## config.mk

```make
export PLATFORM = sky130hd
export DESIGN_NAME = supervisory_reset_generator
export DESIGN_NICKNAME = d
export VERILOG_FILES = /design/src/rst_sup_pkg.sv /design/src/spike_filter.sv /design/src/supervisory_reset_generator.sv
export SDC_FILE = /design/constraint.sdc
export NUM_CORES = 1
export LEC_CHECK = 0
export BUFFER_PORTS_ARGS = -buffer_cell sky130_fd_sc_hd__buf_2
export CORE_UTILIZATION = 59
export CTS_CLUSTER_SIZE = 20
export DETAILED_ROUTE_END_ITERATION = 16
export PLACE_DENSITY_LB_ADDON = 0.15
export SYNTH_ARGS = -nofsm -noshare
export SYNTH_HDL_FRONTEND = slang
export SYNTH_HIERARCHICAL = 1
export SYNTH_SLANG_ARGS = --single-unit
```

## constraint.sdc

```tcl
create_clock -name sys_clk_in -period 2.5 [get_ports sys_clk_in]
set_input_delay 0 -clock sys_clk_in [delete_from_list [all_inputs] [get_ports sys_clk_in]]
set_output_delay 0 -clock sys_clk_in [all_outputs]
set_load 0.03 [all_outputs]
```

## src/rst_sup_pkg.sv

```systemverilog
// constants and carrier types for the supervisory reset generator
// Overview of operation
// any of four sources raises internal reset
// core and companion reset together
// core held in reset, restarts at zero
// companion reset is driven active low
// low level on reset pin requests reset
// short low spikes on pin ignored
// outside holds pin low long enough
// pin reset ends when pin releases
// supply reset held after supply recovers
// supply detector can never be disabled
// short supply dips are rejected
// supply reset sets cold start flag
// cold start flag readable by software
// only software write clears cold flag
// debug reset works in sleep modes
// watchdog overflow reloads disable key
// reset release synchronous to clock
package rst_sup_pkg;
  localparam int          CLK_PERIOD_NS             = 4;
  localparam int          SPIKE_FILTER_TIME_NS      = 100;
  localparam int          SPIKE_FILTER_CYC          = (SPIKE_FILTER_TIME_NS + CLK_PERIOD_NS - 1) / CLK_PERIOD_NS;
  localparam int          SUPPLY_RESET_HOLD_TIME_NS = 10000;
  localparam int          SUPPLY_RESET_HOLD_CYC     =
    (SUPPLY_RESET_HOLD_TIME_NS + CLK_PERIOD_NS - 1) / CLK_PERIOD_NS;
  localparam int          WD_RESET_TIME_NS          = 16;
  localparam int          WD_RESET_CYC              = WD_RESET_TIME_NS / CLK_PERIOD_NS;
  localparam int          WD_COUNT_W                = 24;
  localparam int          WD_KEY_W                  = 8;
  localparam logic [7:0]  WD_KEY_DISABLE            = 8'h55;
  localparam logic [15:0] RESET_VECTOR              = 16'h0000;
  // pin synchroniser starts at the idle high level of the pin
  localparam logic [1:0]  SYNC_RESET_VAL            = 2'h3;

  typedef struct packed {
    logic       key_wr;
    logic       reload_wr;
    logic [7:0] data;
  } wd_write_t;
endpackage : rst_sup_pkg

```

## src/spike_filter.sv

```systemverilog
// level qualifier: output rises only after input held a full window
`timescale 1ns/1ps
module spike_filter #(
  parameter int CYCLES = 25
) (
  input  wire logic sys_clk_in,
  input  wire logic arst_n_in,
  input  wire logic level_in,
  output logic      level_out
);
  localparam int CW = $clog2(CYCLES + 1);
  localparam logic [CW-1:0] LAST = CW'(CYCLES - 1);

  typedef struct packed {
    logic [CW-1:0] cnt;
    logic          out;
  } filt_state_t;

  filt_state_t s_q;
  filt_state_t s_d;

  always_comb begin
    s_d = s_q;
    if (!level_in) begin
      s_d.cnt = '0;
      s_d.out = 1'b0;
    end else if (s_q.cnt >= LAST) begin
      s_d.out = 1'b1;
    end else begin
      s_d.cnt = s_q.cnt + CW'(1);
    end
  end

  always_ff @(posedge sys_clk_in or negedge arst_n_in) begin
    if (!arst_n_in) begin
      s_q <= '0;
    end else begin
      s_q <= s_d;
    end
  end

  assign level_out = s_q.out;
endmodule : spike_filter

```

## src/supervisory_reset_generator.sv

```systemverilog
// reset combiner, supply hold, watchdog and cold start flag
`timescale 1ns/1ps
module supervisory_reset_generator #(
  parameter int FILTER_CYC = rst_sup_pkg::SPIKE_FILTER_CYC,
  parameter int HOLD_CYC   = rst_sup_pkg::SUPPLY_RESET_HOLD_CYC,
  parameter int WD_PULSE   = rst_sup_pkg::WD_RESET_CYC,
  parameter int WD_W       = rst_sup_pkg::WD_COUNT_W
) (
  input  wire logic                   sys_clk_in,
  input  wire logic                   arst_n_in,
  input  wire logic                   ext_reset_n_in,
  input  wire logic                   low_supply_in,
  input  wire logic                   debug_reset_in,
  input  wire logic                   cpu_sleep_in,
  input  wire logic                   machine_cycle_in,
  input  wire rst_sup_pkg::wd_write_t wd_write_in,
  input  wire logic                   cold_start_clr_in,
  output logic                        core_reset_out,
  output logic                        companion_reset_n_out,
  output logic [15:0]                 fetch_addr_out,
  output logic                        cold_start_flag_out,
  output logic                        watchdog_enabled_out
);
  localparam int HW = $clog2(HOLD_CYC + 1);
  localparam int PW = $clog2(WD_PULSE + 1);

  typedef struct packed {
    logic [1:0]                      pin_sync;
    logic [1:0]                      sup_sync;
    logic [1:0]                      dbg_sync;
    logic [HW-1:0]                   hold_cnt;
    logic [WD_W-1:0]                 wd_cnt;
    logic [rst_sup_pkg::WD_KEY_W-1:0] wd_key;
    logic [PW-1:0]                   wd_pulse;
    logic                            core_rst;
    logic                            comp_rst_n;
    logic                            cold_flag;
    logic                            wd_en;
    logic [15:0]                     fetch_addr;
  } sup_state_t;

  sup_state_t s_q;
  sup_state_t s_d;
  logic       pin_active;
  logic       sup_active;
  logic       supply_rst;
  logic       wd_fire;
  logic       any_src;

  // counting only on awake machine cycles of an armed watchdog
  function automatic logic wd_counts(input logic armed, input logic step, input logic sleep);
    return armed && step && !sleep;
  endfunction : wd_counts

  spike_filter #(.CYCLES(FILTER_CYC)) u_pin_filter (
    .sys_clk_in (sys_clk_in),
    .arst_n_in  (arst_n_in),
    .level_in   (~s_q.pin_sync[1]),
    .level_out  (pin_active)
  );

  spike_filter #(.CYCLES(FILTER_CYC)) u_supply_filter (
    .sys_clk_in (sys_clk_in),
    .arst_n_in  (arst_n_in),
    .level_in   (s_q.sup_sync[1]),
    .level_out  (sup_active)
  );

  always_comb begin
    supply_rst = sup_active || (s_q.hold_cnt != '0);
    wd_fire    = wd_counts(s_q.wd_en, machine_cycle_in, cpu_sleep_in) && (&s_q.wd_cnt);
    any_src    = pin_active || supply_rst || s_q.dbg_sync[1] || (s_q.wd_pulse != '0);
  end

  always_comb begin
    s_d          = s_q;
    s_d.pin_sync = {s_q.pin_sync[0], ext_reset_n_in};
    s_d.sup_sync = {s_q.sup_sync[0], low_supply_in};
    s_d.dbg_sync = {s_q.dbg_sync[0], debug_reset_in};

    // supply hold restarts on every dip that passes the filter and counts down after recovery
    if (sup_active) begin
      s_d.hold_cnt = HW'(HOLD_CYC);
    end else if (s_q.hold_cnt != '0) begin
      s_d.hold_cnt = s_q.hold_cnt - HW'(1);
    end

    // registered combine, both reset outputs move on one edge
    s_d.core_rst   = any_src;
    s_d.comp_rst_n = ~any_src;
    s_d.fetch_addr = any_src ? rst_sup_pkg::RESET_VECTOR : s_q.fetch_addr;

    // cold start flag: set wins over software clear
    if (sup_active) begin
      s_d.cold_flag = 1'b1;
    end else if (cold_start_clr_in) begin
      s_d.cold_flag = 1'b0;
    end

    // watchdog
    if (s_q.wd_pulse != '0) begin
      s_d.wd_pulse = s_q.wd_pulse - PW'(1);
    end
    if (s_q.core_rst) begin
      s_d.wd_key = rst_sup_pkg::WD_KEY_DISABLE;
      s_d.wd_cnt = '0;
    end else if (wd_fire) begin
      s_d.wd_key   = rst_sup_pkg::WD_KEY_DISABLE;
      s_d.wd_cnt   = '0;
      s_d.wd_pulse = PW'(WD_PULSE);
    end else begin
      if (wd_write_in.key_wr) begin
        s_d.wd_key = wd_write_in.data;
      end
      if (wd_write_in.reload_wr) begin
        s_d.wd_cnt = {wd_write_in.data, (WD_W - 8)'(0)};
      end else if (wd_counts(s_q.wd_en, machine_cycle_in, cpu_sleep_in)) begin
        s_d.wd_cnt = s_q.wd_cnt + WD_W'(1);
      end
    end
    s_d.wd_en = (s_d.wd_key != rst_sup_pkg::WD_KEY_DISABLE);
  end

  always_ff @(posedge sys_clk_in or negedge arst_n_in) begin
    if (!arst_n_in) begin
      s_q            <= '0;
      s_q.pin_sync   <= rst_sup_pkg::SYNC_RESET_VAL;
      s_q.wd_key     <= rst_sup_pkg::WD_KEY_DISABLE;
      s_q.core_rst   <= 1'b1;
      s_q.comp_rst_n <= 1'b0;
      s_q.cold_flag  <= 1'b1;
      s_q.fetch_addr <= rst_sup_pkg::RESET_VECTOR;
    end else begin
      s_q <= s_d;
    end
  end

  assign core_reset_out        = s_q.core_rst;
  assign companion_reset_n_out = s_q.comp_rst_n;
  assign fetch_addr_out        = s_q.fetch_addr;
  assign cold_start_flag_out   = s_q.cold_flag;
  assign watchdog_enabled_out  = s_q.wd_en;
endmodule : supervisory_reset_generator

```

==> results of run 1 <==
==> how the worst max path moves through the flow <==
stage | endpoint | slack, ns | depth (start not counted)
after floorplan | s_q[41] | 0.59 | 8
after global placement | s_q[48] | 0.38 | 7
after detailed placement | s_q[48] | 0.26 | 7
after CTS | s_q[48] | 0.23 | 7
after global routing | s_q[48] | 0.04 | 7
final | s_q[48] | 0.19 | 7
==> sequential cells by signal (all words and copies together), names as in the netlist <==
name                       flops
u_pin_filter/level_out         1
cold_start_flag_out            1
companion_reset_n_out          1
u_supply_filter/level_out      1
s_q                           50
s_d                            3
core_reset_out                 1
u_pin_filter/s_q               5
u_supply_filter/s_q            5
watchdog_enabled_out           1
==> metal layers <==
metal | wire length [um] | GRT usage (%)
met1 | 3149 | 33.24
met2 | 3569 | 40.17
met3 | 346 | 6.742
met4 | 102 | 9.286
met5 | 0 | 0
==> power by group through the flow <==
stage               combinational [mW]  clock [mW]  sequential [mW]
floorplan                        0.158           0             1.20
finish                           0.222       0.844             1.18
CTS                              0.224       0.871             1.18
global route                     0.249       0.912             1.18
global placement                 0.202           0             1.20
detailed placement               0.207           0             1.20
==> layout make-up <==
| class | count | area share [%] |
|---|---|---|
| Inverter | 20 | 1.834 |
| Tap cell | 75 | 2.293 |
| Timing Repair Buffer | 37 | 6.603 |
| Clock inverter | 6 | 1.131 |
| Multi-Input combinational cell | 270 | 42.34 |
| Sequential cell | 69 | 42.43 |
| Clock buffer | 10 | 3.363 |
==> cells in the mapped netlist (4+ instances only) <==
library cell	count
dfrtp_1	61
nor2_1	46
nand2_1	28
nand3_1	21
inv_1	20
xor2_1	20
buf_4	16
a21oi_1	15
nand4_1	11
ha_1	10
mux2i_1	10
nand2b_1	9
dfstp_2	8
nor3_1	6
clkbuf_1	5
a31oi_1	4
and3_1	4
nor4bb_1	4
xnor2_1	4
==> logic make-up (layout without fill, tap and decap cells) <==
| logic type | after synthesis | after routing |
|---|---|---|
| buf+inv | 47 | 73 |
| other cells | 1 | 16 |
| flops | 69 | 69 |
| fa+ha+maj | 10 | 10 |
| simple gates | 157 | 157 |
| compound gates | 53 | 53 |
| xor+xnor | 24 | 24 |
| mux | 10 | 10 |
==> critical path: cells and delay by family, from the launching register on <==
kind,cells,cell delay (ns)
adder cells (fa/ha/maj),1,0.23
AO/OA/AOI/OAI,1,0.11
buffers and inverters,1,0.22
AND/OR/NAND/NOR,4,1.19
flip-flops,1,0.43
==> summary.md, run 1 <==
| Metric | Value |
|---|---|
| Hold path depth | `3` |
| Setup ws final | `0.1900 ns` |
| Die width | `81.08 um` |
| Worst path cell trace | `ha_1 > nand4_1 > nor4_2 > nor3b_4 > nand2b_1 > buf_4 > o22ai_1` |
| Critical path's slowest cell | `dfrtp_1` |
| Initial antenna violation count | `0` |
| Clock Skews | `0.01094 ns` |
| Internal Power | `1.625 mW` |
| Hold Buf Count CTS | `13` |
| Layout fillers | `491` |
| Placed instance area | `3779 um^2` |
| Dpl ws | `0.2626 ns` |
| Final GP Congestion | `0.8440` |
| Status | `finished, final reports clean` |
| Hold worst-path end | `s_q[29]` |
| Biggest cell delay along the critical path | `0.43 ns` |
| Slew Viols, Final | `0` |
| Synth Instances | `371` |
| EDFF count, synth | `0` |
| First-pass GRT wire length | `12350 um` |
| Non-filler cells, final | `487` |
| Sequential share of power | `52.5%` |
| HPWL Detailed | `4865 um` |
| Final #Nets | `435` |
| Max FO, Critical Path | `13` |
| Initial Util | `61.59%` |
| Iter 0 DRT Violations | `151` |
| Post-Synth Adder-Cell Area | `3.391%` |
| H-tree Lvls | `3` |
| I/O Buffers | `21` |
| Worst EP required | `2.73 ns` |
| Minimum clock period | `2.310 ns` |
| R2R depth | `7` |
| Worst hold path type | `input pin to register` |
| Crit end category | `register` |
| # rows | `28` |
| Root Driver | `clkbuf_8` |
| Maxcap violations | `0` |
| RSZ-0062 raised after global routing | `false` |
| Power after layout | `2.245 mW` |
| Final setup viols | `0` |
| Reg2reg setup slack | `0.19 ns` |
| Crit Path Class | `register to register` |
| Top-area cell type share of the netlist area | `41.37%` |
| Design area | `4093 um^2` |
| Fin util | `68.32%` |
| Congestion Overflow GR | `0` |
| Net Sw Power | `619.7 uW` |
| Number of synthesis warnings | `6` |
| Normalized max-slew margin | `56.59%` |
| FF/Latch Area | `1737 um^2` |
| Clock-pin slew on the worst setup and hold paths | `0.08 ns` |
| Core ar. | `5991 um^2` |
| Avg Vias per Cell | `5.620` |
| Setup crit start kind | `register` |
| CP Data Arrival Time | `2.54 ns` |
| Post-synthesis mux area share | `2.713%` |
| Setup crit start | `s_q[31]` |
| WHS | `0.07331 ns` |
| Via Count | `2737` |
| Library cells used by synthesis | `60` |
| Synth Area in XOR/XNOR | `5.697%` |
| Fmax | `0.4329 GHz` |
| Mapped Area | `3690 um^2` |
| Synth Register Bits | `69` |
| Final cycle utilization of the critical path | `92.40%` |
| Total GRT Usage | `25.30%` |
| Die span in y | `81.08 um` |
| Vias in the first global route | `2600` |
| Most common cell after layout, fill and taps aside | `dfrtp_1` |
| Worst Min Path Start | `wd_write_in[9]` |
| Reg2Reg Capture Point | `s_q[48]` |
| Compound-gate portion of the synthesized area | `10.07%` |
| Top_reg_cell synth | `dfrtp_1` |
| CTS Sinks | `69` |
| Share of layout cells above drive strength 1 | `15.05%` |
| Most frequent cells in the layout | `dfrtp_1, nor2_1, nand2_1, nand3_1, buf_2` |
| Largest net degree at the start of global routing | `43` |
| Final wirelength | `7166 um` |
| Post-CTS Setup Inserts | `0` |
| Fin Setup TNS | `0 ns` |
| P&R area growth vs syn | `10.92%` |
| Syn_area_per_cell | `9.946 um^2` |
| CTS tree | `built` |
| Seq/Total Area, Yosys | `47.07%` |
| Async set-reset flop share out of synthesis | `100.0%` |
| Pleak | `1.899 nW` |
| TritonRoute pass-1 iters | `4` |
| Cells after DPL | `458` |
| PwrDens | `548.5 nW/um^2` |
| WL/cell | `14.71 um` |
| Post-synth top area cell | `dfrtp_1` |
| Top cells by area, synth | `dfrtp_1, dfstp_2, xor2_1, nor2_1, ha_1` |
| Comb power frac | `9.9%` |
| Final hold vios | `0` |
| Post-CTS sizing | `0` |
| N_diodes | `0` |
| Peak VDD IR | `0.4127 mV` |
| Net Sw Frac | `27.61%` |
| Post-route ant nets | `0` |
| Clk pwr share | `37.6%` |
| Worst-skew pair later-pin latency | `0.35 ns` |
| TritonCTS Buffers | `9` |
| Footprint of the multi-input gates | `1733 um^2` |
| Synth Area in Simple Gates | `23.47%` |
| # IOs | `38` |
| Die area | `6574 um^2` |
| Least-Margin Pin Slew | `0.6347 ns` |
| Beginning of the worst register-to-register path | `s_q[31]` |
| Largest family of logic cells by synthesized area | `simple AND/OR/NAND/NOR gates` |
| CTS Buffer Depth | `2` |
| Drt drc | `0` |
Power figures use the tool's default switching activity.
==> run 2, diff against run 1 <==
CORE_UTILIZATION = 55   (was 59)
==> summary.md, run 2 (synthesis gave the netlist of run 1 again) <==
| Metric | Value |
|---|---|
| Status | `complete, but fails checks` |
| Failing checks | `design-rule violations` |
| Maxcap violations | `0 (unchanged)` |
| HPWL Detailed | `4865 um (about the same)` |
| Fmax | `0.4527 GHz (+4.6%)` |
| Clock-pin slew on the worst setup and hold paths | `0.08 ns (about the same)` |
| P&R area growth vs syn | `11.80%` |
| Setup crit start kind | `register` |
| Top Layer Used | `met4` |
| Routed length on met3 | `305 um (-12%)` |
| Final hold vios | `0 (unchanged)` |
| Minimum clock period | `2.209 ns (-0.1011 ns)` |
| RSZ-0062 raised after global routing | `false` |
| Crit Path Class | `register to register` |
| Initial antenna violation count | `0 (unchanged)` |
| I/O Buffers | `21 (unchanged)` |
| Share of layout cells above drive strength 1 | `15.42% (+0.37 points)` |
| Clock Skews | `0.006759 ns (-0.004176 ns)` |
| Normalized max-slew margin | `47.49% (-9.1 points)` |
| Iter 0 DRT Violations | `187 (+24%)` |
| Die area | `7040 um^2 (+7.1%)` |
| Most flops, register | `s_q` |
| Design area | `4125 um^2 (+0.79%)` |
| WL/cell | `14.08 um (-4.3%)` |
| Initial Util | `57.45% (-4.1 points)` |
| Top Registers | `s_q x50, u_pin_filter/s_q x5, u_supply_filter/s_q x5` |
| Total GRT Usage | `22.44% (-2.9 points)` |
| # IOs | `38 (unchanged)` |
| Largest net degree at the start of global routing | `40 (-7.0%)` |
| Final wirelength | `6925 um (-3.4%)` |
| CTS Buffer Depth | `2 (unchanged)` |
| Avg Vias per Cell | `5.510 (-2.0%)` |
| First-pass GRT wire length | `12360 um (about the same)` |
| Final #Nets | `438 (+0.69%)` |
| Congestion Overflow GR | `0 (unchanged)` |
| Vias in the first global route | `2666 (+2.5%)` |
| Metal2 WL | `3489 um (-2.2%)` |
| H-tree Lvls | `3 (unchanged)` |
| Root Driver | `clkbuf_8` |
| # rows | `29 (+3.6%)` |
| TritonRoute pass-1 iters | `10 (+6)` |
| Slew Viols, Final | `0 (unchanged)` |
| Hold path depth | `4 (+1)` |
| M1 WL | `3079 um (-2.2%)` |
| Via Count | `2711 (-0.95%)` |
| Most common cell after layout, fill and taps aside | `dfrtp_1` |
| Pleak | `1.916 nW (+0.89%)` |
| Final GP Congestion | `0.8476 (+0.43%)` |
| Largest register FFs | `50 (unchanged)` |
| PwrDens | `554.5 nW/um^2 (+1.1%)` |
| Dpl ws | `0.3281 ns (+0.06558 ns)` |
| CTS Sinks | `69 (unchanged)` |
| Setup ws final | `0.2911 ns (+0.1011 ns)` |
| Core ar. | `6422 um^2 (+7.2%)` |
| Peak VDD IR | `0.3572 mV (-13%)` |
| Worst EP required | `2.73 ns (about the same)` |
| Final setup viols | `0 (unchanged)` |
| R2R depth | `7 (unchanged)` |
| Post-route ant nets | `0 (unchanged)` |
| Final cycle utilization of the critical path | `88.36% (-4.0 points)` |
| CTS tree | `built` |
| Drt drc | `8 (+8)` |
| Least-Margin Pin Slew | `0.7679 ns (+0.1331 ns)` |
| Worst hold path type | `input pin to register` |
| Fin Setup TNS | `0 ns (unchanged)` |
| TritonCTS Buffers | `9 (unchanged)` |
| CP Data Arrival Time | `2.44 ns (-0.10 ns)` |
| Crit end category | `register` |
| Worst-skew pair later-pin latency | `0.34 ns (about the same)` |
| Max FO, Critical Path | `11 (-2)` |
| Post-CTS sizing | `0 (unchanged)` |
| Die span in y | `83.91 um (+3.5%)` |
| Placed instance area | `3804 um^2 (+0.66%)` |
| N_diodes | `0 (unchanged)` |
| Most frequent cells in the layout | `dfrtp_1, nor2_1, nand2_1, nand3_1, buf_2` |
| Die width | `83.91 um (+3.5%)` |
-- run 2: stage by stage --
step,power (mW),hold WS (ns),utilization (%),cells
after global placement,1.403,0.07776,59.22,463
after CTS,2.324,0.04858,64.23,492
after floorplan,1.356,-0.2956,-,386
after detailed placement,1.408,0.09879,59.22,463
after global routing,2.405,0.05432,64.23,492
final,2.288,0.06060,64.23,492
-- run 2: area by class of cell --
| cell class | count | area, um^2 |
|---|---|---|
| tap | 77 | 96.34 |
| fill | 543 | 2297 |
| multi-input combinational | 270 | 1733 |
| inverter | 20 | 75.07 |
| sequential | 69 | 1737 |
| clock buffer | 10 | 127.6 |
| clock inverter | 6 | 63.81 |
| timing repair buffer | 40 | 292.8 |
-- run 2: what timing repair did --
action,CTS,global route
buffers inserted,0,0
hold buffers,13,0
hold endpoints to repair,42,0
-- run 2: worst paths after layout --
check | start | end | slack, ns
min in group asynchronous | arst_n_in | s_q[63] | 0.25
max in group asynchronous | arst_n_in | s_q[23] | 1.55
max | s_q[31] | s_q[42] | 0.29
max reg2reg | s_q[31] | s_q[42] | 0.29
min reg2reg | s_d[70] | s_q[70] | 0.35
min | machine_cycle_in | s_q[32] | 0.06
-- run 2: routing by layer --
| layer | global-route usage (%) | vias up |
|---|---|---|
| li1 | - | 1338 |
| met1 | 29.07 | 1304 |
| met2 | 36.07 | 65 |
| met3 | 7.418 | 4 |
| met4 | 6.426 | 0 |
| met5 | 0 | - |
-- run 2: critical path: stages (launching register included) --
cell and delay (ns):
dfrtp_1 0.41, ha_1 0.23, nand4_1 0.21, nor4_2 0.43, nor3b_4 0.31, nand2b_1 0.24, buf_4 0.21, nor2_1 0.07
-- run 2: report_power, final --
group	internal [mW]	total [mW]	switching, mW
Sequential	1.15	1.18	0.0266
Clock	0.459	0.887	0.428
Combinational	0.0840	0.222	0.139
Total	1.69	2.29	0.593
==> run 3, diff against run 2 <==
RECOVER_POWER = 100   (was not set)
==> summary.md, run 3 (synthesis gave the netlist of run 1 again) <==
| Metric | Value |
|---|---|
| Clk pwr share | `38.9% (about the same)` |
| Beginning of the worst register-to-register path | `s_q[31]` |
| CTS Sinks | `69 (unchanged)` |
| Vias in the first global route | `2666 (unchanged)` |
| Congestion Overflow GR | `0 (unchanged)` |
| Bufs and invs on worst path | `1 (unchanged)` |
| Peak VDD IR | `0.3575 mV (about the same)` |
| Maxcap violations | `1 (+1)` |
| Instance count on the critical path | `7 (unchanged)` |
| Total GRT Usage | `22.44% (unchanged)` |
| Worst path cell trace | `ha_1 > nand4_1 > nor4_2 > nor3b_4 > nand2b_1 > buf_4 > nor2_1` |
| Reg2Reg Capture Point | `s_q[42]` |
| Final wirelength | `7006 um (+1.2%)` |
| Die area | `7040 um^2 (unchanged)` |
| Worst Min Path Start | `machine_cycle_in` |
| Worst hold path type | `input pin to register` |
| Die span in y | `83.91 um (unchanged)` |
| Initial antenna violation count | `0 (unchanged)` |
| TritonRoute pass-1 iters | `11 (+1)` |
| Post-CTS Setup Inserts | `0 (unchanged)` |
| Drt drc | `8 (unchanged)` |
| I/O Buffers | `21 (unchanged)` |
| Biggest cell delay along the critical path | `0.43 ns (about the same)` |
| R2R depth | `7 (unchanged)` |
| Final #Nets | `438 (unchanged)` |
| Minimum clock period | `2.215 ns (+0.006358 ns)` |
| P&R area growth vs syn | `11.19%` |
| WL/cell | `14.24 um (+1.2%)` |
| H-tree Lvls | `3 (unchanged)` |
| Most common cell after layout, fill and taps aside | `dfrtp_1` |
| # IOs | `38 (unchanged)` |
| Post-CTS sizing | `0 (unchanged)` |
| Via Count | `2713 (+0.074%)` |
| PwrDens | `557.0 nW/um^2 (+0.45%)` |
| Final cycle utilization of the critical path | `88.61% (+0.25 points)` |
| Status | `complete, but fails checks` |
| Power after layout | `2.285 mW (about the same)` |
| Final setup viols | `0 (unchanged)` |
| First-pass GRT wire length | `12360 um (unchanged)` |
| Normalized max-slew margin | `-8.076% (-56 points)` |
| Die width | `83.91 um (unchanged)` |
| Net Sw Power | `595.4 uW (+0.37%)` |
| Crit Path Class | `register to register` |
| Fin Setup TNS | `0 ns (unchanged)` |
| RSZ-0062 raised after global routing | `false` |
| Comb power frac | `9.5% (-0.2 points)` |
| Final hold vios | `0 (unchanged)` |
| CP top delay family | `simple AND/OR/NAND/NOR gates` |
| Root Driver | `clkbuf_8` |
| Core ar. | `6422 um^2 (unchanged)` |
| Hold worst-path end | `s_q[32]` |
| Most flops, register | `s_q` |
| Most frequent cells in the layout | `dfrtp_1, nor2_1, nand2_1, nand3_1` |
| Clock Skews | `0.006522 ns (-0.0002370 ns)` |
| Least-Margin Pin Slew | `1.621 ns (+0.8533 ns)` |
| CTS tree | `built` |
| Share of layout cells above drive strength 1 | `13.98% (-1.4 points)` |
| Reg2reg setup slack | `0.28 ns (about the same)` |
| Crit end category | `register` |
| CP Data Arrival Time | `2.45 ns (about the same)` |
| Critical path's slowest cell | `nor4_2` |
| Largest register FFs | `50 (unchanged)` |
| Worst EP required | `2.73 ns (about the same)` |
| Worst-skew pair later-pin latency | `0.34 ns (about the same)` |
| Hold path depth | `4 (unchanged)` |
| Fmax | `0.4514 GHz (-0.29%)` |
| Iter 0 DRT Violations | `180 (-3.7%)` |
| Internal Power | `1.690 mW (-0.26%)` |
| Setup crit start kind | `register` |
| Final GP Congestion | `0.8476 (unchanged)` |
| Failing checks | `design-rule violations, max-capacitance violations, max-slew violations` |
| Clock-pin slew on the worst setup and hold paths | `0.08 ns (about the same)` |
| WHS | `0.05883 ns (-0.001774 ns)` |
| Largest net degree at the start of global routing | `40 (unchanged)` |
| Pleak | `1.888 nW (-1.5%)` |
| Initial Util | `57.45% (unchanged)` |
| HPWL Detailed | `4865 um (unchanged)` |
| Top Registers | `s_q x50, u_pin_filter/s_q x5, u_supply_filter/s_q x5` |
| CTS Buffer Depth | `2 (unchanged)` |
| Post-route ant nets | `0 (unchanged)` |
| Sequential share of power | `51.6% (about the same)` |
| Avg Vias per Cell | `5.514 (about the same)` |
| Net Sw Frac | `26.05% (+0.12 points)` |
| TritonCTS Buffers | `9 (unchanged)` |
| # rows | `29 (unchanged)` |
| Max FO, Critical Path | `11 (unchanged)` |
| N_diodes | `0 (unchanged)` |
| Slew Viols, Final | `32 (+32)` |
-- run 3: changes by cell type in the layout (fill, tap and decap cells not counted), sizes merged --
cell	before	now
clkbuf	10	17
buf	27	20
-- run 3: metal layers --
| layer | global-route usage, % | wire, um |
|---|---|---|
| met1 | 29.07 | 3160 |
| met2 | 36.07 | 3460 |
| met3 | 7.418 | 330 |
| met4 | 6.426 | 54 |
| met5 | 0 | 0 |
-- run 3: layout make-up --
cell class,count,area (um^2)
Clock buffer,10,127.6
Clock inverter,6,63.81
Fill cell,549,2320
Inverter,20,75.07
Multi-Input combinational cell,270,1733
Sequential cell,69,1737
Tap cell,77,96.34
Timing Repair Buffer,40,270.3
-- run 3: worst max-delay path by stage --
stage	from	end
finish	s_q[31]	s_q[42]
global route	arst_n_in	s_q[31]
CTS	s_q[31]	s_q[42]
detailed placement	s_q[31]	s_q[42]
global placement	s_q[31]	s_q[35]
floorplan	s_q[31]	s_q[41]
-- run 3: tightest hold or removal path: cells and delay by family --
family / cells / cell delay (ns)
simple gates: 2 / 0.23
buf+inv: 1 / 0.08
compound gates: 1 / 0.06
-- run 3: power by group through the flow --
stage,registers (mW),clock network (mW),logic [mW]
2_1_floorplan,1.20,0,0.158
3_3_place_gp,1.20,0,0.204
3_5_place_dp,1.20,0,0.210
4_1_cts,1.18,0.922,0.225
5_1_grt,1.18,0.973,0.243
6_report,1.18,0.889,0.218
-- run 3: what timing repair did --
action	CTS	global route
hold endpoints to repair	42	0
hold buffers	13	0
endpoints found under the setup margin	0	0
-- run 3: per-stage QoR --
step	instances	utilization, %	instance area [um^2]	setup slack [ns]
after CTS	492	64.23	4125	0.2683
final	492	63.88	4103	0.2847
after floorplan	386	-	3746	0.5944
after global placement	463	59.22	3804	0.3628
after global routing	492	63.88	4103	0.08583
after detailed placement	463	59.22	3804	0.3281
